==> src/bme_consts.vh <==
`ifndef BME_CONSTS_VH
`define BME_CONSTS_VH

// ****************************************
// Register offsets (byte addresses)
// ****************************************
`define BME_OFS_STAT_CTRL 5'h00
`define BME_OFS_ADDR_HIGH 5'h04
`define BME_OFS_ADDR_LOW  5'h08
`define BME_OFS_AUX       5'h0c
`define BME_OFS_WAIT_STAT 5'h10
`define BME_OFS_FLAG_CTRL 5'h14
`define BME_OFS_IRQ_STAT  5'h18
`define BME_OFS_IRQ_MASK  5'h1c

// ****************************************
// Field positions
// ****************************************
`define BME_BIT_MATCH_EN  7
`define BME_BIT_ACTIVE    6
`define BME_BIT_WDOG_OFF  0
`define BME_BIT_WAIT_EXIT 1
`define BME_BIT_FLAG_CLR  7
`define BME_EV_BREAKPOINT_SIGNAL       0
`define BME_EV_WAIT_EXIT  1
`define BME_EV_MODE       2
`define BME_NUM_EV        3

// ****************************************
// Reset values and codes
// ****************************************
`define BME_RST_BYTE      8'h00
`define BME_ERASED_BYTE   8'hff
`define BME_VEC_USER      16'hfffc
`define BME_VEC_MON       16'hfefc

// ****************************************
// Timing counts (bus clocks per serial bit, bits per break)
// ****************************************
`define BME_DIV_EXT_OSC   9'd256
`define BME_DIV_INT_OSC   9'd335
`define BME_BREAK_BITS    4'd10

`endif

==> src/bme_break_tx.v <==
`timescale 1ns/10ps
`default_nettype none

`include "bme_consts.vh"

// Sends a serial break: the line is pulled low for ten bit times.
// Only low is driven; the pull-up makes the high, so both ends share it.
module bme_break_tx (
    // Clock and reset
    input  wire       clk_i,
    input  wire       rst_i,
    // Control
    input  wire       start_i,
    input  wire [8:0] bit_div_i,
    output reg        busy_o,
    // Serial line, low only
    output wire       line_o,
    output reg        line_oe_o
);

    reg [8:0] div_ff;
    reg [3:0] bits_ff;

    // Output value is always low; the enable decides
    assign line_o = 1'b0;

    // Bit timer and bit counter
    always @(posedge clk_i) begin
        if (rst_i) begin
            div_ff    <= 9'h000;
            bits_ff   <= 4'h0;
            busy_o    <= 1'b0;
            line_oe_o <= 1'b0;
        end else if (!busy_o) begin
            if (start_i) begin
                busy_o    <= 1'b1;
                line_oe_o <= 1'b1;
                div_ff    <= bit_div_i - 9'h001;
                bits_ff   <= `BME_BREAK_BITS - 4'h1;
            end
        end else if (div_ff != 9'h000) begin
            div_ff <= div_ff - 9'h001;
        end else if (bits_ff != 4'h0) begin
            bits_ff <= bits_ff - 4'h1;
            div_ff  <= bit_div_i - 9'h001;
        end else begin
            // Release after the last bit
            busy_o    <= 1'b0;
            line_oe_o <= 1'b0;
        end
    end

endmodule // bme_break_tx

`default_nettype wire

==> src/bme_top.v <==
// The address map and the Wishbone register port were chosen for this implementation.
`timescale 1ns/10ps
`default_nettype none

`include "bme_consts.vh"

module bme_top (
    // Clock and reset
    input  wire        clk_i,
    input  wire        rst_i,
    // Wishbone slave
    input  wire        cyc_i,
    input  wire        stb_i,
    input  wire        we_i,
    input  wire [4:0]  adr_i,
    input  wire [3:0]  sel_i,
    input  wire [31:0] dat_i,
    output reg  [31:0] dat_o,
    output reg         ack_o,
    output reg         irq_o,
    // CPU address bus and core state
    input  wire [15:0] cpu_addr_i,
    input  wire        cpu_addr_vld_i,
    input  wire        cpu_opcode_i,
    input  wire        instr_done_i,
    input  wire        break_end_i,
    input  wire        wait_mode_i,
    input  wire        stop_mode_i,
    // Reset vector bytes as read from flash
    input  wire [7:0]  vec_high_i,
    input  wire [7:0]  vec_low_i,
    // Pins and internal reset (asynchronous)
    input  wire        int_reset_n_i,
    input  wire        test_high_voltage_i,
    input  wire        irq_pin_i,
    input  wire        reset_pin_i,
    input  wire        monitor_serial_pin_i,
    input  wire        mode_select_one_i,
    input  wire        mode_select_two_i,
    // Monitor firmware handshake
    input  wire        security_done_i,
    // Break outputs to the core
    output reg         breakpoint_signal_o,
    output reg  [15:0] break_vector_o,
    output reg         counter_module_halt_o,
    output reg         watchdog_timer_off_o,
    output reg         flag_clear_allow_o,
    // Monitor mode outputs
    output reg         debug_firmware_mode_o,
    output reg         forced_monitor_o,
    output reg         internal_osc_sel_o,
    output reg  [8:0]  baud_div_o,
    // Serial pin drive, low only
    output wire        monitor_serial_pin_o,
    output wire        monitor_serial_pin_oe_o
);

    // ****************************************
    // Pin synchronisers
    // ****************************************

    localparam NSYNC = 6;

    wire [NSYNC-1:0] pin_raw;
    reg  [NSYNC-1:0] sync1_ff;
    reg  [NSYNC-1:0] sync2_ff;

    assign pin_raw = {int_reset_n_i, test_high_voltage_i, irq_pin_i,
                      reset_pin_i, monitor_serial_pin_i,
                      {mode_select_one_i}} ;

    // Mode pin two rides in a separate pair below
    reg m2_s1_ff;
    reg m2_s2_ff;

    // Two stages per pin; first stage is read only by the second
    genvar gi;
    generate
        for (gi = 0; gi < NSYNC; gi = gi + 1) begin : g_sync
            always @(posedge clk_i) begin
                if (rst_i) begin
                    // Internal reset loads its idle high, the other pins load zero, so reset shows no false edge
                    sync1_ff[gi] <= (gi == NSYNC-1);
                    sync2_ff[gi] <= (gi == NSYNC-1);
                end else begin
                    sync1_ff[gi] <= pin_raw[gi];
                    sync2_ff[gi] <= sync1_ff[gi];
                end
            end
        end
    endgenerate

    always @(posedge clk_i) begin
        if (rst_i) begin
            m2_s1_ff <= 1'b0;
            m2_s2_ff <= 1'b0;
        end else begin
            m2_s1_ff <= mode_select_two_i;
            m2_s2_ff <= m2_s1_ff;
        end
    end

    wire int_rst_n_s = sync2_ff[5];
    wire test_high_voltage_s      = sync2_ff[4];
    wire irq_s       = sync2_ff[3];
    wire rstpin_s    = sync2_ff[2];
    wire serial_s    = sync2_ff[1];
    wire mode1_s     = sync2_ff[0];
    wire mode2_s     = m2_s2_ff;

    // ****************************************
    // Monitor mode entry latch
    // ****************************************

    reg  int_rst_d_ff;
    wire int_rst_rise = int_rst_n_s & ~int_rst_d_ff;
    wire vec_blank    = (vec_high_i == `BME_ERASED_BYTE) &&
                        (vec_low_i  == `BME_ERASED_BYTE);
    wire normal_entry = test_high_voltage_s & rstpin_s & serial_s &
                        mode1_s & ~mode2_s;
    reg  mode_latch_ev;

    // Captured at the release edge only; later pin changes are ignored
    always @(posedge clk_i) begin
        if (rst_i) begin
            int_rst_d_ff          <= 1'b1;
            debug_firmware_mode_o <= 1'b0;
            forced_monitor_o      <= 1'b0;
            internal_osc_sel_o    <= 1'b0;
            baud_div_o            <= `BME_DIV_EXT_OSC;
            mode_latch_ev         <= 1'b0;
        end else begin
            int_rst_d_ff  <= int_rst_n_s;
            mode_latch_ev <= 1'b0;
            if (int_rst_rise) begin
                mode_latch_ev <= 1'b1;
                if (test_high_voltage_s) begin
                    // Test voltage path works with any vector
                    debug_firmware_mode_o <= normal_entry;
                    forced_monitor_o      <= 1'b0;
                    internal_osc_sel_o    <= 1'b0;
                    baud_div_o            <= `BME_DIV_EXT_OSC;
                end else if (vec_blank) begin
                    // Mode pins play no part here
                    debug_firmware_mode_o <= 1'b1;
                    forced_monitor_o      <= 1'b1;
                    internal_osc_sel_o    <= ~irq_s;
                    baud_div_o <= irq_s ? `BME_DIV_EXT_OSC
                                        : `BME_DIV_INT_OSC;
                end else begin
                    // Programmed vector: user mode only
                    debug_firmware_mode_o <= 1'b0;
                    forced_monitor_o      <= 1'b0;
                    internal_osc_sel_o    <= 1'b0;
                    baud_div_o            <= `BME_DIV_EXT_OSC;
                end
            end
        end
    end

    // ****************************************
    // Register bus decode
    // ****************************************

    reg        match_en_ff;
    reg        active_ff;
    reg  [7:0] addr_high_ff;
    reg  [7:0] addr_low_ff;
    reg        wdog_off_ff;
    reg        wait_exit_ff;
    reg        flag_clr_ff;
    reg  [`BME_NUM_EV-1:0] ev_stat_ff;
    reg  [`BME_NUM_EV-1:0] ev_mask_ff;

    // Writes land on the edge that sees ack high; only lane 0 counts
    wire wr_en  = cyc_i & stb_i & we_i & ack_o & sel_i[0];
    wire wr_sc  = wr_en && (adr_i == `BME_OFS_STAT_CTRL);
    wire wr_ah  = wr_en && (adr_i == `BME_OFS_ADDR_HIGH);
    wire wr_al  = wr_en && (adr_i == `BME_OFS_ADDR_LOW);
    wire wr_aux = wr_en && (adr_i == `BME_OFS_AUX);
    wire wr_fc  = wr_en && (adr_i == `BME_OFS_FLAG_CTRL);
    wire wr_is  = wr_en && (adr_i == `BME_OFS_IRQ_STAT);
    wire wr_im  = wr_en && (adr_i == `BME_OFS_IRQ_MASK);

    reg [7:0] rd_byte;

    // Read mux; unmapped offsets answer zero
    always @* begin
        rd_byte = 8'h00;
        case (adr_i)
            `BME_OFS_STAT_CTRL: begin
                rd_byte[`BME_BIT_MATCH_EN] = match_en_ff;
                rd_byte[`BME_BIT_ACTIVE]   = active_ff;
            end
            `BME_OFS_ADDR_HIGH: rd_byte = addr_high_ff;
            `BME_OFS_ADDR_LOW:  rd_byte = addr_low_ff;
            `BME_OFS_AUX: begin
                rd_byte[`BME_BIT_WDOG_OFF] = wdog_off_ff;
            end
            `BME_OFS_WAIT_STAT: begin
                rd_byte[`BME_BIT_WAIT_EXIT] = wait_exit_ff;
            end
            `BME_OFS_FLAG_CTRL: begin
                rd_byte[`BME_BIT_FLAG_CLR] = flag_clr_ff;
            end
            `BME_OFS_IRQ_STAT: rd_byte[`BME_NUM_EV-1:0] = ev_stat_ff;
            `BME_OFS_IRQ_MASK: rd_byte[`BME_NUM_EV-1:0] = ev_mask_ff;
            default: rd_byte = 8'h00;
        endcase
    end

    // One wait state: ack rises the cycle after the request, then drops
    always @(posedge clk_i) begin
        if (rst_i) begin
            ack_o <= 1'b0;
            dat_o <= 32'h00000000;
        end else begin
            ack_o <= cyc_i & stb_i & ~ack_o;
            if (cyc_i & stb_i & ~ack_o) begin
                dat_o <= {24'h000000, rd_byte};
            end
        end
    end

    // ****************************************
    // Break control registers
    // ****************************************

    wire [15:0] brk_addr = {addr_high_ff, addr_low_ff};

    // Static bus in wait/stop would hold a match forever, so the
    // compare is masked there even though the unit stays enabled.
    wire addr_hit = match_en_ff & cpu_addr_vld_i &
                    ~wait_mode_i & ~stop_mode_i &
                    (cpu_addr_i == brk_addr);
    wire sw_force = wr_sc & dat_i[`BME_BIT_ACTIVE];

    always @(posedge clk_i) begin
        if (rst_i) begin
            match_en_ff  <= 1'b0;
            active_ff    <= 1'b0;
            addr_high_ff <= `BME_RST_BYTE;
            addr_low_ff  <= `BME_RST_BYTE;
            wdog_off_ff  <= 1'b0;
            flag_clr_ff  <= 1'b0;
        end else begin
            if (wr_sc) begin
                match_en_ff <= dat_i[`BME_BIT_MATCH_EN];
            end
            // A match in the same cycle as a clear wins
            if (addr_hit) begin
                active_ff <= 1'b1;
            end else if (wr_sc) begin
                active_ff <= dat_i[`BME_BIT_ACTIVE];
            end
            if (wr_ah) begin
                addr_high_ff <= dat_i[7:0];
            end
            if (wr_al) begin
                addr_low_ff <= dat_i[7:0];
            end
            if (wr_aux) begin
                wdog_off_ff <= dat_i[`BME_BIT_WDOG_OFF];
            end
            if (wr_fc) begin
                flag_clr_ff <= dat_i[`BME_BIT_FLAG_CLR];
            end
        end
    end

    // ****************************************
    // Break sequencing
    // ****************************************

    localparam ST_RUN  = 2'b00;
    localparam ST_PEND = 2'b01;
    localparam ST_BRK  = 2'b10;

    reg  [1:0] state_ff;
    reg  [1:0] nxt_state;
    reg        fire;

    // Opcode hits break at once, before the instruction runs; operand
    // hits and software forcing wait for the instruction boundary.
    always @* begin
        nxt_state = state_ff;
        fire      = 1'b0;
        case (state_ff)
            ST_RUN: begin
                if (addr_hit & cpu_opcode_i) begin
                    fire      = 1'b1;
                    nxt_state = ST_BRK;
                end else if (addr_hit | sw_force) begin
                    nxt_state = ST_PEND;
                end
            end
            ST_PEND: begin
                if (instr_done_i) begin
                    fire      = 1'b1;
                    nxt_state = ST_BRK;
                end
            end
            ST_BRK: begin
                if (break_end_i) begin
                    nxt_state = ST_RUN;
                end
            end
            default: nxt_state = ST_RUN;
        endcase
    end

    always @(posedge clk_i) begin
        if (rst_i) begin
            state_ff <= ST_RUN;
        end else begin
            state_ff <= nxt_state;
        end
    end

    wire in_break = (nxt_state == ST_BRK);

    // Core-facing outputs, all registered
    always @(posedge clk_i) begin
        if (rst_i) begin
            breakpoint_signal_o   <= 1'b0;
            break_vector_o        <= `BME_VEC_USER;
            counter_module_halt_o <= 1'b0;
            watchdog_timer_off_o  <= 1'b0;
            flag_clear_allow_o    <= 1'b1;
            wait_exit_ff          <= 1'b0;
        end else begin
            breakpoint_signal_o <= fire;
            break_vector_o <= debug_firmware_mode_o ?
                              `BME_VEC_MON : `BME_VEC_USER;
            counter_module_halt_o <= in_break;
            // Forced or test-voltage entry keeps it off
            watchdog_timer_off_o <=
                (in_break & wdog_off_ff & debug_firmware_mode_o) |
                (debug_firmware_mode_o & forced_monitor_o) |
                (debug_firmware_mode_o & test_high_voltage_s);
            // Outside break, flags always clear normally
            flag_clear_allow_o <= ~in_break | flag_clr_ff;
            if (fire) begin
                wait_exit_ff <= wait_mode_i;
            end
        end
    end

    // ****************************************
    // Event status, mask and interrupt
    // ****************************************

    wire [`BME_NUM_EV-1:0] ev_set;
    assign ev_set[`BME_EV_BREAKPOINT_SIGNAL]      = fire;
    assign ev_set[`BME_EV_WAIT_EXIT] = fire & wait_mode_i;
    assign ev_set[`BME_EV_MODE]      = mode_latch_ev;

    // Write one clears; a new event in the same cycle stays set
    always @(posedge clk_i) begin
        if (rst_i) begin
            ev_stat_ff <= {`BME_NUM_EV{1'b0}};
            ev_mask_ff <= {`BME_NUM_EV{1'b0}};
            irq_o      <= 1'b0;
        end else begin
            ev_stat_ff <= ev_set | (ev_stat_ff &
                          ~(wr_is ? dat_i[`BME_NUM_EV-1:0]
                                  : {`BME_NUM_EV{1'b0}}));
            if (wr_im) begin
                ev_mask_ff <= dat_i[`BME_NUM_EV-1:0];
            end
            irq_o <= |(ev_stat_ff & ev_mask_ff);
        end
    end

    // ****************************************
    // Ready break on the serial pin
    // ****************************************

    reg sec_start_ff;

    // Only meaningful once monitor mode is latched
    always @(posedge clk_i) begin
        if (rst_i) begin
            sec_start_ff <= 1'b0;
        end else begin
            sec_start_ff <= security_done_i &
                            debug_firmware_mode_o;
        end
    end

    bme_break_tx u_break_tx (
        .clk_i     (clk_i),
        .rst_i     (rst_i),
        .start_i   (sec_start_ff),
        .bit_div_i (baud_div_o),
        .busy_o    (),
        .line_o    (monitor_serial_pin_o),
        .line_oe_o (monitor_serial_pin_oe_o)
    );

endmodule // bme_top

`default_nettype wire
==> config.mk <==
export PLATFORM = sky130hd
export DESIGN_NAME = bme_top
export DESIGN_NICKNAME = d
export VERILOG_FILES = /design/src/bme_break_tx.v /design/src/bme_top.v
export VERILOG_INCLUDE_DIRS = /design/src /design/src/src
export SDC_FILE = /design/constraint.sdc
export NUM_CORES = 1
export LEC_CHECK = 0
export BUFFER_PORTS_ARGS = -buffer_cell sky130_fd_sc_hd__buf_2
export CAP_MARGIN = 40
export CORE_MARGIN = 2
export CORE_UTILIZATION = 52
export CTS_CLUSTER_DIAMETER = 80
export DETAILED_ROUTE_END_ITERATION = 7
export GPL_ROUTABILITY_DRIVEN = 0
export HOLD_SLACK_MARGIN = 0.12
export PLACE_DENSITY = 0.91
export REMOVE_ABC_BUFFERS = 1
export SKIP_CTS_REPAIR_TIMING = 1
export SYNTH_ARGS = -nofsm -noshare
export SYNTH_HDL_FRONTEND = slang
export SYNTH_SLANG_ARGS = --single-unit
==> constraint.sdc <==
create_clock -name clk_i -period 3.37 [get_ports clk_i]
set_input_delay 0.674 -clock clk_i [delete_from_list [all_inputs] [get_ports clk_i]]
set_output_delay 0.674 -clock clk_i [all_outputs]
set_load 0.01 [all_outputs]
==> results.md <==
- Status: completed
- Clk_lat worst skew: 0.35 ns
- Fin. Hold Viols: 0
- Slew Limit Fails: 0
- Initial core utilization: 52.9%
- WL/cell: 14.3 um
- DRC: 0
- Least-Margin Pin Slew: 0.805 ns
- GRT Total Usage: 22.1%
- Unrepaired setup endpoints after global routing: false
- Register Area: 1580 um^2
- Vias/cell: 5.45
- Cell Rows: 31
- Root Driver: clkbuf_8
- Final std cells w/o fill: 620
- Crit path launch: u_break_tx.div_ff[0]$_SDFFE_PP0P_
- Die H: 89.2 um
- Vias in the first global route: 3137
- Largest net degree at the start of global routing: 37
- Busiest grt layer: met2
- PwrDens: 426 nW/um^2
- Clock sink total: 79
- Worst setup margin: 0.916 ns
- Multi-input logic area: 1890 um^2
- Reg-to-Reg Start: u_break_tx.div_ff[0]$_SDFFE_PP0P_
- Max VDD drop: 0.000269 V
- Worst EP arrival: 2.70 ns
- CTS tree: built
- DP Wirelength: 6440 um
- Clk buf depth: 2
- Post-layout util: 60.6%
- Fin crit share: 72.8%
- Sequential area share after synthesis: 41.9%
- Startpoint types: register
- Post-synth cell types: 55
- Layout Skew: 0.0149 ns
- Initial antenna violation count: 0
- Met1 GRT Util: 27.1%
- FF+latch count, synth: 79
- Hold_sp: sync1_ff[5]$_SDFF_PP1_
- Flop-to-flop setup slack: 0.92 ns
- Chip width: 89.2 um
- Most used DFF post-synth: dfxtp_1
- Ports: 160
- Final setup violation count: 0
- CP Class: register to register
- Fillcell total: 584
- Register clock-pin slew on the reported worst setup and hold paths: 0.08 ns
- CTS HTree Levels: 3
- Fin Setup TNS: 0 ns
- Post-Syn Instances: 437
- Layout cells sized above 1: 24.0%
- Hold Crit Class: register to register
- Avg Inst Size Synth: 8.63 um^2
- Worst path required time: 3.62 ns
- Drt total wl: 8850 um
- I/O Buffers: 88
- Crit-path max FO: 8
- Die Area: 7950 um^2
- R2R depth: 7
- Pre-CTS WS: 0.859 ns
- Nets: 612
- Leakage: 1.81 nW
- Rel. slew slack: 45.6%
- Minimum clock period: 2.45 ns
- Drt pass-1 iters: 6
- Detail Route Antenna Nets: 0
- # placed instances: 605
- GR Util met2: 36.8%
- Antenna cell count: 0
- Post-synth ARST share: 0%
- Global route overflow: 0
- Min-Delay Path Depth: 1
- Area grow syn2layout: 14.7%
- Synth Cell Area: 3770 um^2
- CP Capture Type: register
- Met3 usage: 4.89%
- EDFF count, synth: 0
- DR vias: 3382
- Initial DRC Count: 252
- Number of CTS-inserted buffers: 9
- Max-cap violations: 0
- Placeable Area: 7140 um^2
- Syn. warnings: 0
- First-pass GRT wire length: 13900 um
- Fmax: 408 MHz
## flip-flops by register name (all words and copies together), names as in the netlist, 2 cells and up
signal	flops
sync1_ff	6
ev_mask_ff	3
state_ff	2
dat_o	8
ev_stat_ff	3
u_break_tx.div_ff	9
u_break_tx.bits_ff	4
addr_low_ff	8
addr_high_ff	8
## placed cells by master, fill, tap and decap left out, drive strengths merged, types with 3 or more instances in the layout
master	count
a21oi	32
a22o	4
a22oi	7
a311oi	3
a31oi	6
buf	94
clkbuf	9
conb	44
dfxtp	79
ha	3
inv	8
mux2	3
mux2i	11
nand2	44
nand2b	3
nand3	30
nand4	5
nor2	36
nor2b	16
nor3	10
o21ai	9
or2	6
or3	3
xnor2	15
xor2	3
## worst paths after layout
| path | to |
|---|---|
| setup / recovery | u_break_tx.bits_ff[3]$_SDFFE_PP0P_ |
| hold / removal | int_rst_n_s$_SDFF_PP1_ |
| setup reg to reg | u_break_tx.bits_ff[3]$_SDFFE_PP0P_ |
| hold reg to reg | int_rst_n_s$_SDFF_PP1_ |
## report_power, final
group / switching (mW) / internal [mW] / leakage [nW]
Sequential: 0.00292 / 0.942 / 0.640
Clock: 0.350 / 0.418 / 0.106
Combinational: 0.0824 / 0.0488 / 1.06
## routing by layer
layer / share of wire, % / vias to the layer above
met3: 8.1 / 36
li1: - / 1587
met1: 37 / 1577
met5: 0 / -
met4: 3.4 / 0
met2: 51 / 182
## final cells by class
class	count	area share (%)
clock inverter	6	2.17
clock buffer	9	2.86
tap	99	2.86
inverter	7	0.607
sequential	79	36.6
timing repair buffer	94	11.2
multi-input combinational	326	43.7
## through the flow
stage	hold WS, ns	cell area [um^2]	power (mW)
floorplan	0.389	3490	1.02
global placement	0.396	4110	1.09
detailed placement	0.397	4110	1.09
CTS	0.417	4330	1.85
global route	0.433	4330	1.90
finish	0.418	4330	1.84
## worst max-delay path, cell delays in order (launching register included)
cell	delay, ns
dfxtp_1	0.33
inv_1	0.08
ha_1	0.21
or4b_4	0.52
o41ai_2	0.69
nand3_1	0.19
xnor2_1	0.17
o21a_1	0.16
## Yosys cell counts, types with 2 or more instances
library cell	count	area, um^2
a211o_1	2	17.5
a211oi_1	2	15.0
a21oi_1	32	160
a22o_1	4	35.0
a22oi_1	7	52.6
a311oi_1	3	26.3
a31oi_1	6	37.5
buf_1	3	11.3
buf_4	49	368
clkbuf_1	15	56.3
conb_1	2	7.51
dfxtp_1	79	1580
ha_1	3	37.5
inv_1	7	26.3
mux2_2	3	33.8
mux2i_1	11	110
nand2_1	44	165
nand2b_1	3	18.8
nand3_1	30	150
nand3b_1	2	15.0
nand4_1	5	31.3
nand4b_1	2	17.5
nor2_1	36	135
nor2b_1	16	100
nor3_1	10	50.1
o21a_1	2	15.0
o21ai_0	8	40.0
o2bb2ai_1	2	17.5
or2_2	6	37.5
or3_1	2	12.5
xnor2_1	15	131
xor2_1	3	26.3
## kinds of logic after synthesis
logic type                 count (synthesis)  synth area share [%]
other                                      2                 0.199
xor gates and xnor gates                  18                  4.18
buffers and inverters                     74                  12.2
DFF                                       79                  41.9
AOI/OAI and AO/OA                         81                  14.8
muxes                                     14                  3.81
adders and majority gates                  3                 0.995
and+or+nand+nor                          166                  21.9
Note: power is estimated with default switching activity, not from simulation.
